## src/bififo_ctrl_regs.svh

```systemverilog
// constants of the port B flag and parity control bank
// assumes inclusion by bare name from the design files
`ifndef BIFIFO_CTRL_REGS_SVH
`define BIFIFO_CTRL_REGS_SVH

// ----------------------------------------------------------------
// register map
// ----------------------------------------------------------------
`define ADDR_W              8
`define CTRL_OFFSET         8'h00
`define STATUS_OFFSET       8'h04
`define CTRL_W              18
`define CTRL_RESET          18'h00001
`define CTRL_WRITE_MASK     18'h3ff01

// ----------------------------------------------------------------
// control field positions
// ----------------------------------------------------------------
`define CTRL_ODD_PARITY     0
`define CTRL_FF1_SYNC       8
`define CTRL_PAR_SCOPE      9
`define CTRL_PAR_GEN        10
`define CTRL_PAR_LATCH      11
`define CTRL_EF1_SYNC       12
`define CTRL_AE1_SYNC       13
`define CTRL_HF2_LO         14
`define CTRL_HF2_HI         15
`define CTRL_AF2_SYNC       16
`define CTRL_FF2_SYNC       17

// ----------------------------------------------------------------
// status field positions
// ----------------------------------------------------------------
`define STAT_FLAGS_LO       0
`define STAT_PAR_FLAG       6
`define STAT_PAR_STICKY     7
`define STAT_WIDTH_LO       8
`define STAT_OUT_VALID      10
`define STAT_IN_READY       11

// ----------------------------------------------------------------
// data path
// ----------------------------------------------------------------
`define BYTE_W              9
`define BYTES               4
`define WORD_W              36
`define FIFO_DEPTH          8
`define FLAG_COUNT          6

`endif

```

## src/bififo_ctrl_pkg.sv

```systemverilog
// types shared by the port B flag and parity control bank
// assumes the constants header is compiled alongside
`include "bififo_ctrl_regs.svh"

package bififo_ctrl_pkg;

   // port B bus width as driven on the width select pins
   typedef enum logic [1:0] {
      WIDTH_WORD = 2'h0,
      WIDTH_HALF = 2'h1,
      WIDTH_BYTE = 2'h2,
      WIDTH_BYTE_ALT = 2'h3
   } width_e;

   // one bit per status flag, condition or registered flag
   typedef struct packed {
      logic fifo_two_half_full_flag;
      logic fifo_two_full_flag;
      logic fifo_two_almost_full_flag;
      logic fifo_one_almost_empty_flag;
      logic fifo_one_empty_flag;
      logic fifo_one_full_flag;
   } flags_s;

   typedef struct packed {
      logic [`ADDR_W-1:0] addr;
      logic [31:0]        wdata;
      logic               wr;
      logic               rd;
   } reg_req_s;

endpackage

```

## src/bififo_flag_parity_control.sv

```systemverilog
// port B flag clocking and parity control bank of a dual FIFO
// assumes port clocks and width select arrive as pins; flag
// conditions and the port B word stream come from logic on clk
//
// Operation
// - bit 8 low sets fifo one full on a port A edge and clears on port B, high uses port A for both.
// - bit 9 low checks all four bytes, high checks word, half word or byte per width select.
// - bit 10 high overwrites each byte's top bit with parity of its low eight bits.
// - bit 11 low makes the port B parity error flag follow the bus data directly.
// - bit 11 high updates the port B parity error flag only on port B clock edges.
// - bits 12, 13, 16, 17 low set their flags on port B edges and clear on port A edges.
// - bits 12, 13, 16, 17 high set and clear their flags on port B edges only.
// - bits 14-15 pick half-full clocking: LL set on port B and clear on port A, LH port A, HL or HH port B.
// - bit 0 alone selects even or odd parity for both ports.
// - with even parity a correct nine-bit byte has an even count of ones, odd otherwise.
`timescale 1ns/1ps
`default_nettype none
`include "bififo_ctrl_regs.svh"

module bififo_flag_parity_control (
   input  wire logic                       clk,
   input  wire logic                       rst_n,
   input  wire logic                       port_a_clock,
   input  wire logic                       port_b_clock,
   input  wire logic [1:0]                 port_b_width_select,
   input  wire bififo_ctrl_pkg::reg_req_s  reg_req,
   output var  logic [31:0]                reg_rdata,
   input  wire bififo_ctrl_pkg::flags_s    flag_cond,
   output var  bififo_ctrl_pkg::flags_s    flags,
   output var  logic                       port_b_parity_error_flag,
   input  wire logic [`WORD_W-1:0]         pb_in_data,
   input  wire logic                       pb_in_valid,
   output var  logic                       pb_in_ready,
   output var  logic [`WORD_W-1:0]         pb_out_data,
   output var  logic                       pb_out_valid,
   input  wire logic                       pb_out_ready
);

   import bififo_ctrl_pkg::*;

   // ----------------------------------------------------------------
   // declarations
   // ----------------------------------------------------------------
   // pins and port clock edges
   logic [1:0]          a_sync;
   logic [1:0]          b_sync;
   logic                a_prev;
   logic                b_prev;
   logic                a_edge;
   logic                b_edge;
   logic [1:0]          ws_meta;
   logic [1:0]          ws_sync;
   width_e              width;

   // register bank
   logic [`CTRL_W-1:0]  ctrl;
   logic                par_sticky;
   logic [31:0]         status_word;
   logic                wr_ctrl;
   logic                wr_status;

   // flag clocking
   logic [`FLAG_COUNT-1:0] cond_vec;
   logic [`FLAG_COUNT-1:0] flag_vec;
   logic [`FLAG_COUNT-1:0] set_on_b;
   logic [`FLAG_COUNT-1:0] clr_on_b;
   logic [`FLAG_COUNT-1:0] set_edge;
   logic [`FLAG_COUNT-1:0] clr_edge;
   logic [1:0]          hf_mode;

   // port B data path
   logic                odd;
   logic [`BYTES-1:0]   byte_bad;
   logic [`BYTES-1:0]   byte_scope;
   logic                par_err_now;
   logic [`WORD_W-1:0]  gen_data;
   logic                fifo_in_ready;
   logic [`WORD_W-1:0]  fifo_out_data;
   logic                fifo_out_valid;

   // ----------------------------------------------------------------
   // pin synchronisers and port clock edges
   // ----------------------------------------------------------------
   // first stage feeds only the second stage
   always_ff @(posedge clk or negedge rst_n) begin
      if (!rst_n) begin
         a_sync <= 2'h0;
      end else begin
         a_sync <= {a_sync[0], port_a_clock};
      end
   end

   always_ff @(posedge clk or negedge rst_n) begin
      if (!rst_n) begin
         b_sync <= 2'h0;
      end else begin
         b_sync <= {b_sync[0], port_b_clock};
      end
   end

   always_ff @(posedge clk or negedge rst_n) begin
      if (!rst_n) begin
         a_prev <= 1'b0;
      end else begin
         a_prev <= a_sync[1];
      end
   end

   always_ff @(posedge clk or negedge rst_n) begin
      if (!rst_n) begin
         b_prev <= 1'b0;
      end else begin
         b_prev <= b_sync[1];
      end
   end

   // port clocks must stay well below clk/4 to be seen
   // each level must last two clk or the edge is lost
   assign a_edge = a_sync[1] && !a_prev;
   assign b_edge = b_sync[1] && !b_prev;

   always_ff @(posedge clk or negedge rst_n) begin
      if (!rst_n) begin
         ws_meta <= 2'h0;
         ws_sync <= 2'h0;
      end else begin
         ws_meta <= port_b_width_select;
         ws_sync <= ws_meta;
      end
   end

   // a width change acts two clk late
   assign width = width_e'(ws_sync);

   // ----------------------------------------------------------------
   // register bus
   // ----------------------------------------------------------------
   assign wr_ctrl   = reg_req.wr && (reg_req.addr == `CTRL_OFFSET);
   assign wr_status = reg_req.wr && (reg_req.addr == `STATUS_OFFSET);

   // port A bits 1-7 live elsewhere and read as zero here
   always_ff @(posedge clk or negedge rst_n) begin
      if (!rst_n) begin
         ctrl <= `CTRL_RESET;
      end else if (wr_ctrl) begin
         ctrl <= reg_req.wdata[`CTRL_W-1:0] & `CTRL_WRITE_MASK;
      end
   end

   always_comb begin
      status_word = 32'h0;
      status_word[`STAT_FLAGS_LO +: `FLAG_COUNT] = flag_vec;
      status_word[`STAT_PAR_FLAG]                = port_b_parity_error_flag;
      status_word[`STAT_PAR_STICKY]              = par_sticky;
      status_word[`STAT_WIDTH_LO +: 2]           = ws_sync;
      status_word[`STAT_OUT_VALID]               = fifo_out_valid;
      status_word[`STAT_IN_READY]                = fifo_in_ready;
   end

   // read data stands only in the cycle after the strobe
   always_ff @(posedge clk or negedge rst_n) begin
      if (!rst_n) begin
         reg_rdata <= 32'h0;
      end else if (reg_req.rd) begin
         case (reg_req.addr)
            `CTRL_OFFSET: begin
               reg_rdata <= {14'h0, ctrl};
            end
            `STATUS_OFFSET: begin
               reg_rdata <= status_word;
            end
            default: begin
               reg_rdata <= 32'h0;
            end
         endcase
      end else begin
         reg_rdata <= 32'h0;
      end
   end

   // ----------------------------------------------------------------
   // flag clocking selection
   // ----------------------------------------------------------------
   // index order follows flags_s: 0 ff1 .. 5 hf2
   assign cond_vec = flag_cond;
   assign hf_mode  = {ctrl[`CTRL_HF2_LO], ctrl[`CTRL_HF2_HI]};

   always_comb begin
      set_on_b = '0;
      clr_on_b = '0;

      // fifo one full: written by A, read by B
      set_on_b[0] = 1'b0;
      clr_on_b[0] = !ctrl[`CTRL_FF1_SYNC];

      // far FIFOs set on B and clear on A unless synchronous
      // empty one
      set_on_b[1] = 1'b1;
      clr_on_b[1] = ctrl[`CTRL_EF1_SYNC];

      // almost empty one
      set_on_b[2] = 1'b1;
      clr_on_b[2] = ctrl[`CTRL_AE1_SYNC];

      // almost full two
      set_on_b[3] = 1'b1;
      clr_on_b[3] = ctrl[`CTRL_AF2_SYNC];

      // full two
      set_on_b[4] = 1'b1;
      clr_on_b[4] = ctrl[`CTRL_FF2_SYNC];

      // half full: first digit is bit 14, second bit 15
      case (hf_mode)
         // LL: set on B, clear on A
         2'h0: begin
            set_on_b[5] = 1'b1;
            clr_on_b[5] = 1'b0;
         end
         // LH: port A only
         2'h1: begin
            set_on_b[5] = 1'b0;
            clr_on_b[5] = 1'b0;
         end
         // HL, HH: port B only
         default: begin
            set_on_b[5] = 1'b1;
            clr_on_b[5] = 1'b1;
         end
      endcase
   end

   // ----------------------------------------------------------------
   // flag registers
   // ----------------------------------------------------------------
   genvar gi;
   generate
      for (gi = 0; gi < `FLAG_COUNT; gi = gi + 1) begin : g_flag
         assign set_edge[gi] = set_on_b[gi] ? b_edge : a_edge;
         assign clr_edge[gi] = clr_on_b[gi] ? b_edge : a_edge;

         // a flag sets only on an edge of its set clock and clears only on an edge of its clear clock
         always_ff @(posedge clk or negedge rst_n) begin
            if (!rst_n) begin
               flag_vec[gi] <= 1'b0;
            end else if (cond_vec[gi] && set_edge[gi]) begin
               flag_vec[gi] <= 1'b1;
            end else if (!cond_vec[gi] && clr_edge[gi]) begin
               flag_vec[gi] <= 1'b0;
            end
         end
      end
   endgenerate

   assign flags = flag_vec;

   // ----------------------------------------------------------------
   // parity check
   // ----------------------------------------------------------------
   assign odd = ctrl[`CTRL_ODD_PARITY];

   always_comb begin
      byte_bad = '0;
      for (int i = 0; i < `BYTES; i++) begin
         byte_bad[i] = (^pb_in_data[i*`BYTE_W +: `BYTE_W]) != odd;
      end
   end

   // scope narrows to the active lanes only when bit 9 asks
   always_comb begin
      byte_scope = 4'hf;
      if (ctrl[`CTRL_PAR_SCOPE]) begin
         case (width)
            WIDTH_WORD: begin
               byte_scope = 4'hf;
            end
            WIDTH_HALF: begin
               byte_scope = 4'h3;
            end
            default: begin
               byte_scope = 4'h1;
            end
         endcase
      end
   end

   assign par_err_now = |(byte_bad & byte_scope) && pb_in_valid;

   // flowthrough is one clk behind the bus so the output is a flop
   always_ff @(posedge clk or negedge rst_n) begin
      if (!rst_n) begin
         port_b_parity_error_flag <= 1'b0;
      end else if (!ctrl[`CTRL_PAR_LATCH]) begin
         port_b_parity_error_flag <= par_err_now;
      end else if (b_edge) begin
         port_b_parity_error_flag <= par_err_now;
      end
   end

   // sticky copy for software; a new error beats the clear
   // cleared by writing one to status bit 7
   always_ff @(posedge clk or negedge rst_n) begin
      if (!rst_n) begin
         par_sticky <= 1'b0;
      end else if (par_err_now && pb_in_ready) begin
         par_sticky <= 1'b1;
      end else if (wr_status && reg_req.wdata[`STAT_PAR_STICKY]) begin
         par_sticky <= 1'b0;
      end
   end

   // ----------------------------------------------------------------
   // parity generation
   // ----------------------------------------------------------------
   // same sense bit as the check, which sees raw data
   always_comb begin
      gen_data = pb_in_data;
      if (ctrl[`CTRL_PAR_GEN]) begin
         for (int i = 0; i < `BYTES; i++) begin
            gen_data[i*`BYTE_W + `BYTE_W - 1] =
               (^pb_in_data[i*`BYTE_W +: `BYTE_W - 1]) ^ odd;
         end
      end
   end

   // ----------------------------------------------------------------
   // data buffer
   // ----------------------------------------------------------------
   // rides out a short stall of the far side
   word_fifo #(
      .WIDTH (`WORD_W),
      .DEPTH (`FIFO_DEPTH)
   ) u_fifo (
      .clk       (clk),
      .rst_n     (rst_n),
      .in_data   (gen_data),
      .in_valid  (pb_in_valid),
      .in_ready  (fifo_in_ready),
      .out_data  (fifo_out_data),
      .out_valid (fifo_out_valid),
      .out_ready (pb_out_ready)
   );

   assign pb_in_ready  = fifo_in_ready;
   assign pb_out_data  = fifo_out_data;
   assign pb_out_valid = fifo_out_valid;

endmodule

`default_nettype wire

```

## src/word_fifo.sv

```systemverilog
// small synchronous FIFO with valid/ready on both sides
// assumes one clock and an asynchronous active-low reset
`timescale 1ns/1ps
`default_nettype none

module word_fifo #(
   parameter int WIDTH = 36,
   parameter int DEPTH = 8
) (
   input  wire logic             clk,
   input  wire logic             rst_n,
   input  wire logic [WIDTH-1:0] in_data,
   input  wire logic             in_valid,
   output var  logic             in_ready,
   output var  logic [WIDTH-1:0] out_data,
   output var  logic             out_valid,
   input  wire logic             out_ready
);

   localparam int PW = $clog2(DEPTH);
   localparam int CW = $clog2(DEPTH + 1);

   logic [WIDTH-1:0] mem [DEPTH];
   logic [PW-1:0]    wr_ptr;
   logic [PW-1:0]    rd_ptr;
   logic [CW-1:0]    count;
   logic             push;
   logic             pop;
   logic [CW-1:0]    next_count;

   assign push = in_valid && in_ready;
   assign pop  = out_valid && out_ready;
   assign out_data = mem[rd_ptr];

   always_comb begin
      next_count = count;
      if (push && !pop) begin
         next_count = count + CW'(1);
      end else if (pop && !push) begin
         next_count = count - CW'(1);
      end
   end

   // flags registered from the next count so both ports see flops
   always_ff @(posedge clk or negedge rst_n) begin
      if (!rst_n) begin
         count     <= '0;
         in_ready  <= 1'b1;
         out_valid <= 1'b0;
      end else begin
         count     <= next_count;
         in_ready  <= (next_count != CW'(DEPTH));
         out_valid <= (next_count != '0);
      end
   end

   always_ff @(posedge clk or negedge rst_n) begin
      if (!rst_n) begin
         wr_ptr <= '0;
         rd_ptr <= '0;
      end else begin
         if (push) begin
            wr_ptr <= (wr_ptr == PW'(DEPTH - 1)) ? '0 : wr_ptr + PW'(1);
         end
         if (pop) begin
            rd_ptr <= (rd_ptr == PW'(DEPTH - 1)) ? '0 : rd_ptr + PW'(1);
         end
      end
   end

   // storage has no reset; only written slots are ever read
   always_ff @(posedge clk) begin
      if (push) begin
         mem[wr_ptr] <= in_data;
      end
   end

endmodule

`default_nettype wire
```

## config.mk

```make
export PLATFORM = sky130hd
export DESIGN_NAME = bififo_flag_parity_control
export DESIGN_NICKNAME = d
export VERILOG_FILES = /design/src/bififo_ctrl_pkg.sv /design/src/bififo_flag_parity_control.sv /design/src/word_fifo.sv
export VERILOG_INCLUDE_DIRS = /design/src
export SDC_FILE = /design/constraint.sdc
export NUM_CORES = 1
export LEC_CHECK = 0
export ABC_CLOCK_PERIOD_IN_PS = 14000
export BUFFER_PORTS_ARGS = -buffer_cell sky130_fd_sc_hd__buf_4
export CAP_MARGIN = 20
export CORE_ASPECT_RATIO = 1.25
export CORE_UTILIZATION = 36
export CTS_CLUSTER_SIZE = 28
export DETAILED_ROUTE_END_ITERATION = 8
export PLACE_DENSITY = 0.63
export SLEW_MARGIN = 0
export SYNTH_ARGS = -nofsm -noshare
export SYNTH_HDL_FRONTEND = slang
export SYNTH_SLANG_ARGS = --single-unit
```

## constraint.sdc

```tcl
create_clock -name clk -period 14 [get_ports clk]
set_input_delay 0.7 -clock clk [delete_from_list [all_inputs] [get_ports clk]]
set_output_delay 0.7 -clock clk [all_outputs]
set_load 0.005 [all_outputs]
```

==> results of run 1 <==
[area by class of cell]
class | instances | area, um2 | area share
Inverter | 8 | 30.0 | 0.00183
Timing Repair Buffer | 146 | 1120 | 0.0681
Clock buffer | 46 | 960 | 0.0586
Clock inverter | 16 | 105 | 0.00641
Tap cell | 486 | 608 | 0.0371
Multi-Input combinational cell | 285 | 3440 | 0.210
Sequential cell | 347 | 10100 | 0.618
[routing by layer]
layer	vias to the layer above	GRT usage	routed length, um
met1	3385	0.185	11700
met3	47	0.0345	1470
met2	152	0.242	13500
met5	-	0	17
met4	2	0.0463	615
li1	2946	-	-
[power by group through the flow]
stage | clock network [mW] | logic, mW | registers [mW]
after global routing | 0.936 | 0.970 | 1.40
after CTS | 0.899 | 0.905 | 1.38
after floorplan | 0 | 0.599 | 1.35
final | 0.873 | 0.885 | 1.38
after detailed placement | 0 | 0.901 | 1.40
after global placement | 0 | 0.893 | 1.39
[worst paths after layout]
path,startpoint,to,depth (start not counted)
max in group asynchronous,rst_n,u_fifo.rd_ptr[0]$_DFFE_PN0P_,1
min in group clk,port_a_clock,a_sync[0]$_DFF_PN0_,1
min,rst_n,u_fifo.count[1]$_DFF_PN0_,1
max reg2reg,u_fifo.in_ready$_DFF_PN1_,u_fifo.mem[2][13]$_DFFE_PP_,3
max,u_fifo.rd_ptr[0]$_DFFE_PN0P_,pb_out_data[0],5
min reg2reg,a_sync[0]$_DFF_PN0_,a_sync[1]$_DFF_PN0_,0
[sequential cells by signal, indices dropped and copies added (netlist names)]
signal / flops
u_fifo.rd_ptr: 3
u_fifo.in_ready: 1
u_fifo.count: 4
a_prev: 1
a_sync: 2
par_sticky: 1
ws_meta: 2
port_b_parity_error_flag: 1
ctrl: 11
u_fifo.mem: 288
u_fifo.wr_ptr: 3
flags: 6
width: 2
b_prev: 1
u_fifo.out_valid: 1
reg_rdata: 18
b_sync: 2
[per-stage QoR]
stage                     hold WS (ps)  worst slack, ps
after detailed placement           335            10430
after floorplan                    331             9080
after global placement             332            10460
final                              253            10200
after global routing               262             9980
after CTS                          265             9870
[cells in the final DEF (no fill, tap or decap), types with 6 or more instances in the layout]
cell type / n
xor2_1: 6
o21ai_0: 8
mux2i_1: 7
buf_4: 145
clkbuf_1: 9
nor2_1: 11
nand2_1: 16
mux2_2: 54
o211ai_1: 6
clkbuf_16: 37
and2_1: 7
clkinv_1: 8
xnor2_1: 21
dfrtp_1: 54
and3_1: 9
edfxtp_1: 288
inv_1: 8
mux4_2: 72
conb_1: 14
ha_1: 6
[logic make-up after synthesis]
group / after synthesis / synth area share
xor+xnor: 35 / 0.0308
other cells: 1 / 0.000273
buf+inv: 49 / 0.0199
simple gates: 69 / 0.0260
flops: 347 / 0.737
fa+ha+maj: 6 / 0.00546
compound gates: 28 / 0.0132
mux: 133 / 0.167
[worst register-to-register path, cell delays in order, from the launching register on]
cell,delay (ps)
dfstp_2,580
nand2_1,280
nor3_2,230
buf_4,570
==> results.sh, run 1 <==
export IMPL_outcome="finished clean"
export IMPL_path_max_fanout=33
export IMPL_grt_pass1_wl_mm=41.6
export IMPL_max_cap_viol_count=0
export IMPL_min_period_over_period=0.271
export IMPL_p_seq_frac=0.439
export IMPL_synth_area_leaders="edfxtp_1 63%, mux4_2 12%, dfrtp_1 10%, mux2_2 4.4%, xnor2_1 1.3%"
export IMPL_gr_total_overflow=0
export IMPL_yosysMostFrequentCell="edfxtp_1"
export IMPL_drc=0
export IMPL_dp_hpwl_mm=15.3
export IMPL_reg2reg_setup_slack_ps=11950
export IMPL_cts_hold_buf=0
export IMPL_syn_avg_cell_area_um2=20.6
export IMPL_ys_seq_area_frac=0.737
export IMPL_synth_largest_area_cell="edfxtp_1"
export IMPL_cp_top_family="buffers and inverters"
export IMPL_path_class="reg -> out"
export IMPL_wl_per_cell_um=20.5
export IMPL_instances_no_fill=1334
export IMPL_grtUsageTotal=0.144
export IMPL_portBuffers=134
export IMPL_tightestPinTransition_ps=815
export IMPL_netlist_instances=668
export IMPL_fin_skew_ps=10.7
export IMPL_leakage_nw=5.85
export IMPL_ys_types=43
export IMPL_cts_root_buf="clkbuf_16"
export IMPL_crit_chain="buf_4 > buf_16 > mux4_2 > mux2_2 > buf_4"
export IMPL_holdCritPathClass="in -> async"
export IMPL_ys_flop_type="edfxtp_1"
export IMPL_synth_edf_count=288
export IMPL_cts_buffers=35
export IMPL_placedCellCount=1271
export IMPL_crit_top_cell="buf_4"
export IMPL_slew_headroom=0.456
export IMPL_first_global_vias=6964
export IMPL_slowest_delay_ps=760
export IMPL_worst_ep_arrival_time_ps=3100
export IMPL_p_comb_frac=0.282
export IMPL_peakVddDrop_v=0.000103
export IMPL_critPathRequiredTime_ps=13300
export IMPL_ys_warn_count=0
export IMPL_swShare=0.275
export IMPL_synthesis_area_mm2=0.0137
export IMPL_drt_first_pass_iters=4
export IMPL_p_clk_frac=0.278
export IMPL_fmax_ghz=0.263
export IMPL_setup_violations_final=0
export IMPL_startpoint_type="register"
export IMPL_synth_common_cells="288 x edfxtp_1, 72 x mux4_2, 57 x dfrtp_1"
export IMPL_grt_start_max_net_pins=60
export IMPL_cts_repair_resized=0
export IMPL_post_cts_buffers=0
export IMPL_tns_ps=0
export IMPL_synth_top_area_frac=0.629
export IMPL_rows=79
export IMPL_vias_per_cell=4.90
export IMPL_clkTransAtPathRegs_ps=60
export IMPL_vias=6532
export IMPL_dpl_cell_area_mm2=0.0153
export IMPL_antenna_cells=0
export IMPL_rsz0062_at_grt="no"
export IMPL_p_sw_uw=863
export IMPL_clk_latency_ps=510
export IMPL_postRouteAntennaNets=0
export IMPL_internal_power_mw=2.27
export IMPL_fin_area_mm2=0.0164
export IMPL_htreeDepth=2
export IMPL_clockBufferDepth=3
export IMPL_place_gp_congestion=0.713
export IMPL_finalHoldViolCount=0
export IMPL_n_fill_cell=3179
export IMPL_total_power_mw=3.14
export IMPL_grt_antenna_before_repair=1
export IMPL_die_h_um=220
export IMPL_async_reset_ff_frac=0.170
export IMPL_final_max_slew_viol_count=0
export IMPL_routed_wl_mm=27.3
export IMPL_drive_gt1_frac=0.394
export IMPL_area_growth_pct=19.3
export IMPL_dieArea_mm2=0.0390
export IMPL_crit_buf_inv=3
export IMPL_initial_utilization=0.367
export IMPL_fin_util=0.437
export IMPL_cp_end_kind="output pin"
export IMPL_io_pin_count=169
export IMPL_p_per_area_mw_per_mm2=191
export IMPL_fin_crit_ps=3800
export IMPL_core_area_mm2=0.0375
export IMPL_cts_tree="yes"
export IMPL_nets=921
export IMPL_dieWidth_um=177
export IMPL_synth_seq_cells=347
export IMPL_cpMaxStageDelayCell="dfrtp_4"
export IMPL_dr_first_iter_drc_count=284
export IMPL_clkSinkCount=347
No activity file was read; power rests on OpenSTA's default activity.
==> run 2: changes to the inputs <==
ABC_CLOCK_PERIOD_IN_PS = 3230   (was 14000)
PLACE_DENSITY = 0.65   (was 0.63)
clock period = 3.23 ns   (was 14 ns; I/O delays follow)
==> run 2 against run 1 <==
Against the previous run:
- clock skew is 8.1 ps higher
- cell area grew 5.2%
- clock-buffer cell count decreased by 3
- combinational power grew to 4.5 times the previous value
- wire length is 3.2% higher
- register-to-register slack worse by 11000 ps
- clock power rose to 5.0 times the previous value
- die area unchanged
- largest power group unchanged
==> results.sh, run 2 (synthesis results as in run 1) <==
export IMPL_outcome="finished clean"
export IMPL_slowest_delay_ps=860
export IMPL_die_h_um=220
export IMPL_antenna_cells=0
export IMPL_wl_per_cell_um=20.2
export IMPL_top_register="u_fifo.mem"
export IMPL_dieWidth_um=177
export IMPL_hold_end="reg_rdata[4]$_DFF_PN0_"
export IMPL_critPathRequiredTime_ps=3070
export IMPL_clk_latency_ps=520
export IMPL_peakVddDrop_v=0.000360
export IMPL_path_class="reg -> out"
export IMPL_cts_buffers=36
export IMPL_holdPathStages=2
export IMPL_cts_tree="yes"
export IMPL_fin_skew_ps=18.9
export IMPL_r2r_start="u_fifo.wr_ptr[2]$_DFFE_PN0P_"
export IMPL_crit_chain="buf_4 > mux4_2 > mux2_2 > buf_4"
export IMPL_postRouteAntennaNets=0
export IMPL_grt_pass1_wl_mm=42.9
export IMPL_core_area_mm2=0.0375
export IMPL_initial_utilization=0.367
export IMPL_p_per_area_mw_per_mm2=833
export IMPL_mostFrequentLayoutCells="288 x edfxtp_1, 148 x buf_4, 72 x mux4_2, 55 x dlygate4sd3_1"
export IMPL_reg_top3="u_fifo.mem x288, reg_rdata x18, ctrl x11"
export IMPL_holdCritPathClass="in -> reg"
export IMPL_portBuffers=134
export IMPL_slew_headroom=0.463
export IMPL_final_max_slew_viol_count=0
export IMPL_path_max_fanout=32
export IMPL_rows=79
export IMPL_clockBufferDepth=3
export IMPL_cts_hold_buf=55
export IMPL_final_common_cell="edfxtp_1"
export IMPL_largest_reg_flops=288
export IMPL_vias=6874
export IMPL_first_global_vias=7285
export IMPL_drive_gt1_frac=0.382
export IMPL_finalHoldViolCount=0
export IMPL_fin_util=0.460
export IMPL_clkTransAtPathRegs_ps=60
export IMPL_io_pin_count=169
export IMPL_fmax_ghz=0.349
export IMPL_cts_repair_resized=0
export IMPL_fin_ws_ps=364
export IMPL_rsz0062_at_grt="no"
export IMPL_dp_hpwl_mm=16.4
export IMPL_cp_end_kind="output pin"
export IMPL_cts_root_buf="clkbuf_16"
export IMPL_drc=0
export IMPL_total_power_mw=14.4
export IMPL_min_delay_start="reg_req[36]"
export IMPL_fin_crit_ps=2870
export IMPL_grt_antenna_before_repair=0
export IMPL_n_fill_cell=3130
export IMPL_nets=983
export IMPL_place_gp_congestion=0.699
export IMPL_area_growth_pct=25.4
export IMPL_grtUsageTotal=0.148
export IMPL_setup_violations_final=0
export IMPL_crit_top_cell="buf_4"
export IMPL_min_period_over_period=0.887
export IMPL_pre_cts_slack_ps=808
export IMPL_grt_start_max_net_pins=60
export IMPL_cpMaxStageDelayCell="dfrtp_4"
export IMPL_routed_wl_mm=28.2
export IMPL_htreeDepth=2
export IMPL_fin_area_mm2=0.0172
export IMPL_reg2reg_to="u_fifo.mem[4][0]$_DFFE_PP_"
export IMPL_leakage_nw=6.23
export IMPL_tightestPinTransition_ps=804
export IMPL_max_cap_viol_count=0
export IMPL_reg2reg_setup_slack_ps=1130
export IMPL_drt_first_pass_iters=4
export IMPL_vias_per_cell=4.91
export IMPL_gr_total_overflow=0
export IMPL_worst_ep_arrival_time_ps=2700
export IMPL_r2r_cells=3
export IMPL_dpl_cell_area_mm2=0.0154
export IMPL_startpoint_type="register"
export IMPL_dr_first_iter_drc_count=367
export IMPL_post_cts_buffers=0
export IMPL_clkSinkCount=347
export IMPL_dieArea_mm2=0.0390
-- run 2: routing by layer --
metal,up-vias,share of wire,track usage
li1,3071,-,-
met1,3599,0.42,0.185
met2,168,0.52,0.257
met5,-,0,0
met4,0,0.016,0.0434
met3,36,0.048,0.0314
-- run 2: worst max path at each step --
stage               slack [ps]                         end                         start
global route               180              pb_out_data[0]  u_fifo.rd_ptr[0]$_DFFE_PN0P_
CTS                        260              pb_out_data[0]  u_fifo.rd_ptr[0]$_DFFE_PN0P_
floorplan                 -600  u_fifo.mem[2][0]$_DFFE_PP_     u_fifo.in_ready$_DFF_PN1_
global placement           820              pb_out_data[0]  u_fifo.rd_ptr[0]$_DFFE_PN0P_
detailed placement         810              pb_out_data[0]  u_fifo.rd_ptr[0]$_DFFE_PN0P_
finish                     360              pb_out_data[5]  u_fifo.rd_ptr[0]$_DFFE_PN0P_
-- run 2: layout make-up --
type                            instances  area [um2]  share of cell area
Clock buffer                           43         970              0.0563
Clock inverter                         23         299              0.0174
Multi-Input combinational cell        285        3450               0.200
Timing Repair Buffer                  207        1740               0.101
Sequential cell                       347       10100               0.588
Tap cell                              486         608              0.0353
Inverter                                8        30.0             0.00174
-- run 2: report_power, final --
group | switching, mW | leakage, nW | total [mW] | internal, mW
Sequential | 0.468 | 3.35 | 6.03 | 5.57
Combinational | 1.72 | 2.26 | 3.94 | 2.22
Clock | 1.67 | 0.619 | 4.39 | 2.71
-- run 2: metrics by stage --
step	setup TNS (ps)	std cells	hold WS [ps]
finish	0	1399	31.1
global route	0	1399	13.6
CTS	0	1399	5.04
detailed placement	0	1278	272
global placement	0	1278	273
floorplan	-66330	681	-134
-- run 2: critical path: cells and delay by family, from the launching register on --
family	cells	cell delay (ps)
flip-flops	1	860
multiplexers	2	830
buffers and inverters	2	520
